### src/hdl/spk_pkg.sv
// constants and types for the serial packetizer with clear-to-send pacing
// assumes one 200 mhz clock and a host that keeps to the frame format
// How it works
// - serial port runs 19200 baud, 8 data bits, one stop, no parity.
// - up to 120 payload bytes from the receive pin are buffered.
// - packet closes and transmits when the buffer reaches 120 bytes.
// - packet closes when the idle timeout expires with data pending, default 20 ms.
// - the timeout value comes from a configuration input, not fixed logic.
// - clear-to-send is high while the receive buffer is full.
// - clear-to-send goes low only once connected and earlier data delivered.
// - once low, clear-to-send stays low until buffer full or timeout.
// - after successful transmit and emptied buffer, clear-to-send returns low while still connected.
// - a byte with valid framing is accepted only while filling and not full; host sends only while allowed.
// - radio payloads reach the transmit pin only when their checksum verifies.
// - gateway sends serial data to all routers, router sends to gateway.
// - gateway pulses the signal indicator once per presence beacon sent.
// - unconnected router flashes the signal indicator slowly.
// - connected router shows signal level and flashes the link indicator.
// - gateway meeting an existing network refuses, alerts or ignores per setting.
package spk_pkg;
   localparam int unsigned CLK_HZ        = 200_000_000;
   localparam int unsigned BAUD          = 19200;
   localparam int unsigned BIT_CYC       = CLK_HZ / BAUD;
   localparam int unsigned HALF_CYC      = BIT_CYC / 2;
   localparam int unsigned DATA_BITS     = 8;
   localparam int unsigned MAX_LEN       = 120;
   localparam int unsigned TMO_MS        = 20;
   localparam int unsigned TMO_CYC       = CLK_HZ / 1000 * TMO_MS;
   localparam int unsigned SLOW_CYC      = CLK_HZ / 2;
   localparam int unsigned BLINK_CYC     = CLK_HZ / 20;
   localparam logic [1:0]  GW_REFUSE     = 2'h0;
   localparam logic [1:0]  GW_ALERT      = 2'h1;
   localparam logic [1:0]  GW_IGNORE     = 2'h2;
   typedef enum logic [1:0] {S_IDLE, S_START, S_DATA, S_STOP} spk_ser_t;
   typedef enum logic [1:0] {P_WAIT, P_FILL, P_SEND} spk_pkt_t;
endpackage

### src/hdl/spk_packetizer.sv
// serial ingress packetizer with clear-to-send and radio egress serializer
// assumes the radio layer drives connect, beacon and transmit-done events
module spk_packetizer
   import spk_pkg::*;
#(
   parameter int unsigned TMO_DEFAULT = TMO_CYC,
   parameter int unsigned SLOW_PER    = SLOW_CYC,
   parameter int unsigned BLINK_PER   = BLINK_CYC,
   parameter int unsigned BIT_PER     = BIT_CYC
) (
   // clock and reset
   input  wire logic        i_clock,
   input  wire logic        i_nrst,
   // serial pins
   input  wire logic        i_rxd,
   output logic             o_txd,
   output logic             o_cts,
   // configuration
   input  wire logic        i_gateway,
   input  wire logic [31:0] i_timeout_cyc,
   input  wire logic [1:0]  i_gw_policy,
   // radio side status
   input  wire logic        i_connected,
   input  wire logic        i_net_found,
   input  wire logic        i_beacon_sent,
   input  wire logic [1:0]  i_rssi_level,
   // packet out to radio
   output logic [7:0]       o_pkt_data,
   output logic             o_pkt_valid,
   output logic [6:0]       o_pkt_len,
   output logic             o_pkt_to_all,
   input  wire logic        i_pkt_read,
   input  wire logic        i_tx_done,
   // radio payload in
   input  wire logic [7:0]  i_rf_data,
   input  wire logic        i_rf_valid,
   input  wire logic        i_rf_crc_ok,
   output logic             o_rf_ready,
   // indicators and gateway policy
   output logic             o_signal_tx_indicator,
   output logic             o_link_rx_indicator,
   output logic             o_gw_refuse,
   output logic             o_gw_alert
);
   // shorter periods leave no room for the mid-bit sample and blink phases
   if (BIT_PER < 4 || SLOW_PER < 2 || BLINK_PER < 2 || TMO_DEFAULT == 0) begin : g_bad_param
      $error("spk: periods too short");
   end

   // receiver state
   spk_ser_t    rs_q, rs_d;
   logic [31:0] rc_q, rc_d;
   logic [2:0]  rb_q, rb_d;
   logic [7:0]  rsh_q, rsh_d;
   logic        rdone;
   // buffer and packet state
   logic [7:0]  mem_q [MAX_LEN];
   spk_pkt_t    ps_q, ps_d;
   logic [6:0]  cnt_q, cnt_d, rd_q, rd_d;
   logic [31:0] tmo_q, tmo_d;
   logic        cts_q, cts_d;
   // egress state
   spk_ser_t    ts_q, ts_d;
   logic [31:0] tc_q, tc_d;
   logic [2:0]  tb_q, tb_d;
   logic [7:0]  tsh_q, tsh_d;
   logic        txd_q, txd_d;
   // indicators
   logic [31:0] lc_q, lc_d;
   logic        sig_q, sig_d, lnk_q, lnk_d;

   // 8n1 receiver sampling mid-bit; framing error drops byte
   always_comb begin
      rs_d  = rs_q;
      rc_d  = rc_q;
      rb_d  = rb_q;
      rsh_d = rsh_q;
      rdone = 1'b0;
      case (rs_q)
         S_IDLE: if (!i_rxd) begin
            rs_d = S_START;
            rc_d = 32'(BIT_PER / 2);
         end
         S_START: if (rc_q == 32'h0) begin
            rs_d = i_rxd ? S_IDLE : S_DATA;
            rc_d = 32'(BIT_PER - 1);
            rb_d = 3'h0;
         end else rc_d = rc_q - 32'h1;
         S_DATA: if (rc_q == 32'h0) begin
            rsh_d = {i_rxd, rsh_q[7:1]};
            rc_d  = 32'(BIT_PER - 1);
            rb_d  = rb_q + 3'h1;
            if (rb_q == 3'h7) rs_d = S_STOP;
         end else rc_d = rc_q - 32'h1;
         S_STOP: if (rc_q == 32'h0) begin
            rs_d  = S_IDLE;
            rdone = i_rxd;
         end else rc_d = rc_q - 32'h1;
         default: rs_d = S_IDLE;
      endcase
   end

   // timeout from config input; zero means use default
   logic [31:0] tmo_lim;
   assign tmo_lim = (i_timeout_cyc == 32'h0) ? 32'(TMO_DEFAULT) : i_timeout_cyc;
   logic full, wr;
   assign full = (cnt_q == 7'(MAX_LEN));
   assign wr   = rdone && ps_q == P_FILL && !full;

   // fill, close and deliver packet
   always_comb begin
      ps_d  = ps_q;
      cnt_d = cnt_q;
      rd_d  = rd_q;
      tmo_d = tmo_q;
      cts_d = cts_q;
      case (ps_q)
         P_WAIT: if (i_connected && cnt_q == 7'h0) begin
            ps_d  = P_FILL;
            cts_d = 1'b0;
         end
         P_FILL: begin
            if (wr) begin
               cnt_d = cnt_q + 7'h1;
               tmo_d = 32'h0;
            end else if (cnt_q != 7'h0) tmo_d = tmo_q + 32'h1;
            if ((wr && cnt_q == 7'(MAX_LEN - 1)) || full) begin
               ps_d  = P_SEND;
               cts_d = 1'b1;
            end else if (!wr && cnt_q != 7'h0 && tmo_q >= tmo_lim - 32'h1) begin
               ps_d  = P_SEND;
               cts_d = 1'b1;
            end
         end
         P_SEND: begin
            tmo_d = 32'h0;
            if (i_pkt_read && rd_q != cnt_q) rd_d = rd_q + 7'h1;
            if (i_tx_done) begin
               cnt_d = 7'h0;
               rd_d  = 7'h0;
               ps_d  = i_connected ? P_FILL : P_WAIT;
               cts_d = !i_connected;
            end
         end
         default: ps_d = P_WAIT;
      endcase
   end

   // egress serializer, only checksum-good bytes
   always_comb begin
      ts_d  = ts_q;
      tc_d  = tc_q;
      tb_d  = tb_q;
      tsh_d = tsh_q;
      txd_d = txd_q;
      case (ts_q)
         S_IDLE: begin
            txd_d = 1'b1;
            if (i_rf_valid && i_rf_crc_ok) begin
               ts_d  = S_START;
               tsh_d = i_rf_data;
               tc_d  = 32'(BIT_PER - 1);
               txd_d = 1'b0;
            end
         end
         S_START, S_DATA: if (tc_q == 32'h0) begin
            tc_d = 32'(BIT_PER - 1);
            if (ts_q == S_DATA) tb_d = tb_q + 3'h1;
            else tb_d = 3'h0;
            if (ts_q == S_DATA && tb_q == 3'h7) begin
               ts_d  = S_STOP;
               txd_d = 1'b1;
            end else begin
               ts_d  = S_DATA;
               txd_d = (ts_q == S_START) ? tsh_q[0] : tsh_q[tb_q + 3'h1];
            end
         end else tc_d = tc_q - 32'h1;
         S_STOP: if (tc_q == 32'h0) ts_d = S_IDLE;
            else tc_d = tc_q - 32'h1;
         default: ts_d = S_IDLE;
      endcase
   end

   // indicators; slow blink while router is unconnected
   always_comb begin
      lc_d  = lc_q + 32'h1;
      sig_d = sig_q;
      lnk_d = lnk_q;
      if (i_gateway) begin
         lnk_d = 1'b0;
         if (i_beacon_sent) begin
            sig_d = 1'b1;
            lc_d  = 32'h0;
         end else if (lc_q >= 32'(BLINK_PER - 1)) sig_d = 1'b0;
      end else if (!i_connected) begin
         lnk_d = 1'b0;
         if (lc_q >= 32'(SLOW_PER - 1)) begin
            lc_d  = 32'h0;
            sig_d = !sig_q;
         end
      end else if (lc_q >= (32'(BLINK_PER) << (2'h3 - i_rssi_level))) begin
         lc_d  = 32'h0;
         sig_d = !sig_q;
         lnk_d = !lnk_q;
      end
   end

   always_ff @(posedge i_clock or negedge i_nrst) begin
      if (!i_nrst) begin
         rs_q  <= S_IDLE;
         rc_q  <= 32'h0;
         rb_q  <= 3'h0;
         rsh_q <= 8'h0;
         ps_q  <= P_WAIT;
         cnt_q <= 7'h0;
         rd_q  <= 7'h0;
         tmo_q <= 32'h0;
         cts_q <= 1'b1;
         ts_q  <= S_IDLE;
         tc_q  <= 32'h0;
         tb_q  <= 3'h0;
         tsh_q <= 8'h0;
         txd_q <= 1'b1;
         lc_q  <= 32'h0;
         sig_q <= 1'b0;
         lnk_q <= 1'b0;
      end else begin
         rs_q  <= rs_d;
         rc_q  <= rc_d;
         rb_q  <= rb_d;
         rsh_q <= rsh_d;
         ps_q  <= ps_d;
         cnt_q <= cnt_d;
         rd_q  <= rd_d;
         tmo_q <= tmo_d;
         cts_q <= cts_d;
         ts_q  <= ts_d;
         tc_q  <= tc_d;
         tb_q  <= tb_d;
         tsh_q <= tsh_d;
         txd_q <= txd_d;
         lc_q  <= lc_d;
         sig_q <= sig_d;
         lnk_q <= lnk_d;
      end
   end

   // buffer array; no reset needed for payload storage
   always_ff @(posedge i_clock) begin
      if (wr) mem_q[cnt_q] <= rsh_q;
   end

   assign o_cts                 = cts_q;
   assign o_txd                 = txd_q;
   assign o_pkt_valid           = (ps_q == P_SEND) && (rd_q != cnt_q);
   assign o_pkt_data            = mem_q[(rd_q < 7'(MAX_LEN)) ? rd_q : 7'h0];
   assign o_pkt_len             = cnt_q;
   assign o_pkt_to_all          = i_gateway;
   assign o_rf_ready            = (ts_q == S_IDLE);
   assign o_signal_tx_indicator = sig_q;
   assign o_link_rx_indicator   = lnk_q;
   // existing network policy for gateways
   assign o_gw_refuse = i_gateway && i_net_found && i_gw_policy == GW_REFUSE;
   assign o_gw_alert  = i_gateway && i_net_found && i_gw_policy == GW_ALERT;

   // assertions
   property p_full_cts;
      @(posedge i_clock) disable iff (!i_nrst) full |-> o_cts;
   endproperty
   a_full_cts: assert property (p_full_cts) else $error("cts low with full buffer");
   property p_cts_conn;
      @(posedge i_clock) disable iff (!i_nrst) $fell(o_cts) |-> $past(i_connected);
   endproperty
   a_cts_conn: assert property (p_cts_conn) else $error("cts fell unconnected");
   property p_no_over;
      @(posedge i_clock) disable iff (!i_nrst) cnt_q <= 7'(MAX_LEN);
   endproperty
   a_no_over: assert property (p_no_over) else $error("buffer overfilled");
   property p_close;
      @(posedge i_clock) disable iff (!i_nrst)
         (ps_q == P_FILL && wr && cnt_q == 7'(MAX_LEN - 1)) |=> ps_q == P_SEND && o_cts;
   endproperty
   a_close: assert property (p_close) else $error("full packet not closed");
   property p_cts_hold;
      @(posedge i_clock) disable iff (!i_nrst)
         $rose(o_cts) |-> ($past(wr) && $past(cnt_q) == 7'(MAX_LEN - 1))
            || ($past(cnt_q) != 7'h0 && $past(tmo_q) >= $past(tmo_lim) - 32'h1);
   endproperty
   a_cts_hold: assert property (p_cts_hold) else $error("cts rose without cause");
   property p_tx_idle;
      @(posedge i_clock) disable iff (!i_nrst) ts_q == S_IDLE |-> o_txd;
   endproperty
   a_tx_idle: assert property (p_tx_idle) else $error("txd low while idle");
   property p_bad_crc;
      @(posedge i_clock) disable iff (!i_nrst)
         (ts_q == S_IDLE && i_rf_valid && !i_rf_crc_ok) |=> ts_q == S_IDLE;
   endproperty
   a_bad_crc: assert property (p_bad_crc) else $error("bad payload sent");
   property p_tmo_reset;
      @(posedge i_clock) disable iff (!i_nrst) wr |=> tmo_q == 32'h0;
   endproperty
   a_tmo_reset: assert property (p_tmo_reset) else $error("timeout not restarted");
   property p_done;
      @(posedge i_clock) disable iff (!i_nrst)
         (ps_q == P_SEND && i_tx_done) |=> cnt_q == 7'h0;
   endproperty
   a_done: assert property (p_done) else $error("buffer not emptied");
   property p_tmo_close;
      @(posedge i_clock) disable iff (!i_nrst)
         (ps_q == P_FILL && !wr && cnt_q != 7'h0 && tmo_q >= tmo_lim - 32'h1)
            |=> ps_q == P_SEND && o_cts;
   endproperty
   a_tmo_close: assert property (p_tmo_close) else $error("timeout did not close packet");
   property p_cts_reopen;
      @(posedge i_clock) disable iff (!i_nrst)
         (ps_q == P_SEND && i_tx_done && i_connected) |=> !o_cts;
   endproperty
   a_cts_reopen: assert property (p_cts_reopen) else $error("cts not reopened");
   property p_gw_flash;
      @(posedge i_clock) disable iff (!i_nrst)
         (i_gateway && i_beacon_sent) |=> o_signal_tx_indicator;
   endproperty
   a_gw_flash: assert property (p_gw_flash) else $error("beacon not flashed");
   c_fill: cover property (@(posedge i_clock) ps_q == P_SEND && full);
   c_drop: cover property (@(posedge i_clock) rdone && !wr);
   c_tmo:  cover property (@(posedge i_clock) ps_q == P_FILL ##1 ps_q == P_SEND && !full);
   c_tx:   cover property (@(posedge i_clock) ts_q == S_STOP);
endmodule // spk_packetizer

### config.mk
export PLATFORM = sky130hd
export DESIGN_NAME = spk_packetizer
export DESIGN_NICKNAME = d
export VERILOG_FILES = /design/src/hdl/spk_pkg.sv /design/src/hdl/spk_packetizer.sv
export SDC_FILE = /design/constraint.sdc
export NUM_CORES = 2
export LEC_CHECK = 0
export ABC_CLOCK_PERIOD_IN_PS = 6350
export BUFFER_PORTS_ARGS = -buffer_cell sky130_fd_sc_hd__buf_2
export CORE_MARGIN = 4
export CORE_UTILIZATION = 32
export DETAILED_ROUTE_END_ITERATION = 12
export GPL_TIMING_DRIVEN = 0
export HOLD_SLACK_MARGIN = 0.1
export PLACE_DENSITY = 0.44
export SLEW_MARGIN = 20
export SYNTH_ARGS = -nofsm -noshare
export SYNTH_HDL_FRONTEND = slang
export SYNTH_SLANG_ARGS = --single-unit
### constraint.sdc
create_clock -name i_clock -period 6.35 [get_ports i_clock]
set_input_delay 1.27 -clock i_clock [delete_from_list [all_inputs] [get_ports i_clock]]
set_output_delay 1.27 -clock i_clock [all_outputs]
set_load 0.05 [all_outputs]
* Yosys cells after proc, flatten, opt, wreduce, memory -nomap -nowiden
Memory sizes are Yosys's and may differ from the RTL's.
Cells that the tools add are included.
** Word-level totals
- Register bits after elaboration :: 174
- Bits in writable memories :: 960
- Bits of input ports :: 55
- Output and inout bits :: 24
- Memories :: 1
** Operators by class
- $add $sub $neg :: 10
- Order comparisons :: 6
- Equal/unequal tests :: 31
- Shift operators :: 1
- Mux-type cells :: 70
- Reduce and logical (&&, ||, !) cells :: 51
** Memory list
- mem_q :: depth 120, width 8, rd ports 1, clocked after memory_dff 0, wr ports 1, RTL line spk_packetizer.sv:57 : logic [7:0] mem_q [MAX_LEN];
** Operators with widths (count)
- 32-bit 2-to-1 mux :: 14
- 32-bit case mux with 3 select lines :: 2
- 32-bit logical NOT :: 3
- 32-bit by 1-bit subtractor with 32-bit output, second input constant :: 3
- 32-bit by 1-bit adder with 32-bit output, second input constant :: 2
- 32-bit greater-or-equal comparator :: 2
- 32-bit case mux with 2 select lines :: 1
- 7-bit 2-to-1 mux :: 5
- 32-bit by 24-bit greater-or-equal comparator with 1-bit output, second input constant :: 1
- 32-bit by 27-bit greater-or-equal comparator with 1-bit output, second input constant :: 1
- 24-bit by 2-bit << shifter with 32-bit output, first input constant :: 1
- 2-bit 2-to-1 mux :: 13
- 1-bit 2-to-1 mux :: 24
- 2-bit inequality test, second input constant :: 12
- 2-bit AND reduction :: 8
- 3-bit AND reduction :: 5
- 7-bit by 1-bit adder with 7-bit output, second input constant :: 2
- 7-bit == test, second input constant :: 2
- 7-bit case mux with 2 select lines :: 1
- 1-bit logical AND :: 13
- 2-bit case mux with 3 select lines :: 2
- 2-bit == test, second input constant :: 5
- 3-bit 2-to-1 mux :: 3
- 2-bit by 1-bit == test with 1-bit output, second input constant :: 4
- 24 further kinds :: 40

* Depth between registers and ports, before layout
- Depth in word-level cells :: 11
- Gate-level depth with buffers :: 18
- Mapped depth without buffers :: 16

* Worst setup path before layout
Ideal clock, no wire load.
- Path type :: register to output
- From :: reg rd_q[6]
- To :: out o_pkt_data[6]
- Arrival :: 3610 ps
- Data required time :: 5080 ps
- Setup slack :: 1470 ps
- Stages on the path, launching flop included :: 14
- Path buffers :: 5
- Cells stage by stage :: dfrtp_1 -> clkbuf_1 -> and4_1 -> clkbuf_1 -> nor2_1 -> buf_2 -> buf_2 -> buf_1 -> a21oi_1 -> a22oi_1 -> nand2_1 -> nand4_1 -> nand4_1 -> nor4_1
** On the way
- Cells in the longest elaborated chain, start to end :: 3
** Ends and longest elaborated chain
- start, declared :: RTL line spk_packetizer.sv:59 : logic [6:0] cnt_q, cnt_d, rd_q, rd_d;
- start signal, assigned :: RTL line spk_packetizer.sv:234 : rd_q <= rd_d;
- 7-bit < comparator :: RTL line spk_packetizer.sv:256 : assign o_pkt_data = mem_q[(rd_q < 7'(MAX_LEN)) ? rd_q : 7'h0];
- 7-bit 2-to-1 mux (*) :: RTL line spk_packetizer.sv:256
- memory 120 x 8 bit (*)
- end, declared :: RTL line spk_packetizer.sv:28 : output logic [7:0] o_pkt_data,
Every way passes the cells marked *; elsewhere a longest branch is shown, timed or not.

* Worst setup path after layout
- From :: reg rd_q[6]
- To :: out o_pkt_data[0]
The elaborated chain is that of the path after synthesis.

==> results.md <==
- CTS placed an instance of sky130_fd_sc_hd__clkbuf_16 at the clock tree root.
- The share of post-route cells with drive strength above 1 is around 14%.
- The sequential cell fraction of total power is a little under two fifths.
- sky130_fd_sc_hd__edfxtp_1 takes more of the synthesized area than any other cell.
- For this design the top-level I/O count stands at 79.
- Max-cap violations in this run came to 0.
- The largest stage delay on the critical path is between 0.6 and 0.7 ns.
- The clock sink count is between 1000 and 1500.
- The global-route congestion overflow total is 0.
- Counting the fill cells in the layout gives ~15000.
- Setup repair after global routing could not meet its margin everywhere.
- Prior to clock tree synthesis, the placed netlist has a worst setup slack of -0.4710 ns.
- In the post-synthesis netlist, the biggest area contributors are sky130_fd_sc_hd__edfxtp_1 (58%), sky130_fd_sc_hd__dfrtp_1 (8.6%), sky130_fd_sc_hd__nand2_1 (2.7%).
- Internal power comes to approximately 0.014 W.
- In this run the static leakage power is 22.51 nW.
- The number of hold buffers added after CTS was 0.
- Once placement finished, the instance area stood at 0.05338 sq mm.
- TritonCTS built the clock tree.
- The cell count after synthesis came out at roughly 3800.
- The post-route DRC violation count is 0.
- The run finished, with violations left.
- The clock network burns 35.9% of the power.
- The highest attainable clock frequency is roughly 160 MHz.
- Entering global routing, the biggest net connects between 70 and 80 pins.
- The via count of the first global-routing pass is 32760.
- The most common flop cell mapped by yosys is sky130_fd_sc_hd__edfxtp_1.
- The average footprint of a synthesized cell is 13.15 sq um.
- Counting flops with an async set or reset pin after synthesis yields a share of ~15%.
- STA classifies the critical path endpoint as an output pin.
- The number of cells on the worst reg-to-reg path is 8.
- The number of pins exceeding their max-slew limit in the final report is 0.
- The capture instance of the worst register-to-register path is mem_q[100][0].
- Of the total power, the share spent switching nets is between 30% and 40%.
- Summed over all layers, the routed wires come to 173400 microns.
- The wire length of the first global-routing pass is ~250000 microns.
- The critical path is of the reg -> out type.
- In this run the horizontal extent of the chip is roughly 400 microns.
- The sum of internal, switching and leakage power is 0.02163 W.
- The path type of the worst min-delay path is in -> async.
- Grouping stages by cell kind, the critical path spends the most delay in buffers and inverters.
- The number of enable-type register cells in the synthesized netlist is 960.
- The smallest clock period supported by the final layout is computed as 6.378 ns.
- The clock passes through at most 3 buffers.
- The final reports fail on negative setup slack.
- The wire length per cell is 28.03 microns.
- For the pin with the worst max-slew slack, the measured transition is 1.238 ns.
- The area of the die is 0.1624 sq mm.
- The number of antenna violations at the first check in global routing is 7.
- The via total after detailed routing is roughly 34000.
- By instance count, the cell type seen most on the critical path is sky130_fd_sc_hd__clkbuf_1.
- Leaving out fill and tap cells, the most frequent cells in the layout are sky130_fd_sc_hd__edfxtp_1 (960), sky130_fd_sc_hd__nand2_1 (361), sky130_fd_sc_hd__nor2_1 (334), sky130_fd_sc_hd__a21oi_1 (241), sky130_fd_sc_hd__o21ai_0 (203).
- The master of the slowest instance on the critical path is sky130_fd_sc_hd__buf_1.
- The logic gate share of total power is a little over a quarter.
- After detailed routing, the number of vias per cell comes to 5.445.
- At the worst endpoint, the required time is a little over 5 ns.
- The total number of yosys warnings is 0.
- The floorplan step set the die height to 403.0 microns.
- The most common cell after layout, fill and taps aside is sky130_fd_sc_hd__edfxtp_1.
- The setup clock skew after layout is about 0.036 ns.
- The launching element type of the critical path is a flip-flop.
- The maximum level of the CTS H-tree is 4.
- The area fraction of the dominant cell type after synthesis is 57.73%.
- The number of input and output port buffers inserted is roughly 80.
- The share of the Yosys chip area taken by registers is ~66%.
- The initial utilization of the core area, before any placement, comes to around a third.
- The length of the first detailed-routing pass in iterations is 6.
- The beginning of the worst register-to-register path is rc_q[6].
- The critical path depth is 13.
- The count of standard-cell rows is between 100 and 150.
- The worst register-to-register path has a setup slack of roughly 1.5 ns.
- The core box area is about 0.15 sq mm.
- The worst path uses 100.4% of the clock period.
- The worst slew margin relative to its limit is 17.44%.
- The clock slew at the register clock pins of the worst setup and hold paths is roughly 0.060 ns.
- At the later pin of the worst-skew pair, clock insertion delay measures approximately 0.78 ns.
- The count of endpoints failing hold in the final timing report was 0.
- At the worst endpoint, the arrival time is roughly 5 ns.
- The total routing resource utilization after global routing is approximately a fifth.
- In this run, synthesis produced a sequential element count of 1134.
- Walking the worst path, the cells encountered are clkbuf_1 > and4_1 > clkbuf_1 > nor2_1 > clkbuf_4 > buf_1 > a21oi_1 > a22oi_1 > nand2_1 > and3_1 > o31a_1 > a311oi_4 > buf_2.
- The routability congestion estimate is between 0.9 and 1.
- The final instance area is roughly 0.058 sq mm.
- The unique cell type count in the Yosys netlist is 84.
- The total buffers and inverters traversed by the critical path is 5.
- At the end of the flow, the number of nets in the layout was between 4000 and 5000.
- The layout overhead on the synthesized area is 16.47%.
- The worst supply voltage drop on vdd is 0.2163 mV.
- The post-synthesis instance area is roughly 0.050 sq mm.
- The estimated wirelength of the detail-placed design is between 100000 and 150000 microns.
- Setup total negative slack on the finished layout was measured at -0.06402 ns.
- The analysis attributes to net switching a power of roughly 0.0076 W.
- The worst-case setup margin in the final layout is -0.02755 ns.
- The net count of the mapped netlist is a little under 4000.
- The detailed router finished its first iteration with 3653 violations.
- Once layout is complete, the utilization of the core stands at a little under two fifths.
- The detail route stage leaves a number of antenna-violating nets equal to 0.
- The number of buffers added by the clock tree synthesis step is around 140.
- The setup-violating endpoint count in the final report is 4.
- The top fanout value on the critical path is 10.
- The power density over the cells is between 300 and 400 mW/mm^2.
[per-layer routing]
layer | up-vias | part of all wire (%) | global-route usage (%)
li1 | 14980 | - | -
met1 | 17260 | 46 | 30.61
met2 | 1167 | 44 | 31.52
met3 | 277 | 7.2 | 4.157
met4 | 2 | 3.3 | 6.740
met5 | - | 0.0087 | 0
[registers in the layout, indices dropped and copies added, names as in the netlist, named ones only]
register	flops
mem_q	960
lc_q	32
rc_q	32
tc_q	32
tmo_q	32
rsh_q	8
tsh_q	8
o_pkt_len	7
rd_q	7
rb_q	3
tb_q	3
ps_q	2
ts_q	2
o_cts	1
o_link_rx_indicator	1
o_signal_tx_indicator	1
o_txd	1
rs_q	1
[layout make-up]
class | count | area (sq um) | area share, %
tap | 2044 | 2557 | 4.398
timing repair buffer | 99 | 863.3 | 1.485
inverter | 50 | 191.4 | 0.3292
multi-input combinational | 2396 | 15830 | 27.22
buffer | 215 | 1096 | 1.885
clock inverter | 67 | 705.7 | 1.213
sequential | 1134 | 33210 | 57.12
clock buffer | 180 | 3694 | 6.351
antenna | 1 | 2.502 | 0.004303
[worst reg2reg max path, stage by stage (launching register included)]
cell	delay, ns
sky130_fd_sc_hd__dfrtp_1	0.41
sky130_fd_sc_hd__nor3_1	0.60
sky130_fd_sc_hd__and4_1	0.32
sky130_fd_sc_hd__and4_1	0.33
sky130_fd_sc_hd__nand4_2	0.32
sky130_fd_sc_hd__nor2_1	0.40
sky130_fd_sc_hd__nand2_1	0.47
sky130_fd_sc_hd__clkbuf_1	0.64
sky130_fd_sc_hd__nor2_1	0.94
[how the worst max path moves through the flow]
| stage | end | startpoint | slack [ns] |
|---|---|---|---|
| after CTS | o_pkt_data[5] | rd_q[6] | 0.006 |
| after global placement | o_pkt_data[3] | rd_q[0] | -0.51 |
| after detailed placement | o_pkt_data[4] | rd_q[6] | -0.47 |
| after floorplan | o_pkt_data[6] | rd_q[6] | 1.47 |
| after global routing | o_pkt_data[7] | rd_q[6] | -0.03 |
| final | o_pkt_data[0] | rd_q[6] | -0.03 |
[cells by family after synthesis]
| logic type | Yosys count | synth area share (%) |
|---|---|---|
| XOR/XNOR | 102 | 1.789 |
| adder cells (fa/ha/maj) | 84 | 2.105 |
| buffers and inverters | 268 | 2.243 |
| AO/OA/AOI/OAI | 820 | 10.26 |
| multiplexers | 244 | 6.217 |
| flip-flops | 1134 | 66.46 |
| AND/OR/NAND/NOR | 1146 | 10.92 |
[cell usage after synthesis (all sizes together) (14+ instances only)]
| cell type | number |
|---|---|
| nand4 | 38 |
| buf | 97 |
| or3 | 14 |
| inv | 49 |
| mux4 | 46 |
| nor2b | 35 |
| o221ai | 57 |
| nor2 | 339 |
| a311oi | 28 |
| and2 | 35 |
| a21oi | 248 |
| a31oi | 51 |
| o22a | 17 |
| mux2i | 129 |
| o22ai | 29 |
| clkbuf | 121 |
| nand3 | 69 |
| nand2b | 44 |
| a211oi | 39 |
| or4 | 16 |
| o31ai | 17 |
| dfrtp | 172 |
| nor3 | 56 |
| nand2 | 365 |
| o21ai | 210 |
| xnor2 | 65 |
| o211ai | 26 |
| xor2 | 37 |
| nor4 | 43 |
| and3 | 38 |
| a22oi | 29 |
| mux2 | 69 |
| ha | 84 |
| a21o | 14 |
| edfxtp | 960 |
[through the flow]
stage	hold WS (ns)	instances
final	0.4247	6186
after global routing	0.4077	6185
after CTS	0.3933	6185
after detailed placement	0.4673	5938
after global placement	0.4754	5920
after floorplan	0.4363	3798
[what timing repair did]
item | in CTS | in global routing
gates resized for setup | 91 | 35
endpoints found under the setup margin | 8 | 7
buffers inserted | 3 | 0
endpoints found under the hold margin | 0 | 0
pin swaps | 3 | 2
[power groups by stage]
| stage | clock, W | sequential [W] | combinational [W] |
|---|---|---|---|
| 4_1_cts | 0.00790 | 0.00808 | 0.00568 |
| 2_1_floorplan | 0 | 0.00822 | 0.00284 |
| 6_report | 0.00776 | 0.00808 | 0.00579 |
| 3_3_place_gp | 0 | 0.00824 | 0.00554 |
| 5_1_grt | 0.00821 | 0.00809 | 0.00597 |
| 3_5_place_dp | 0 | 0.00824 | 0.00556 |
Note: power is estimated with default switching activity, not from simulation.
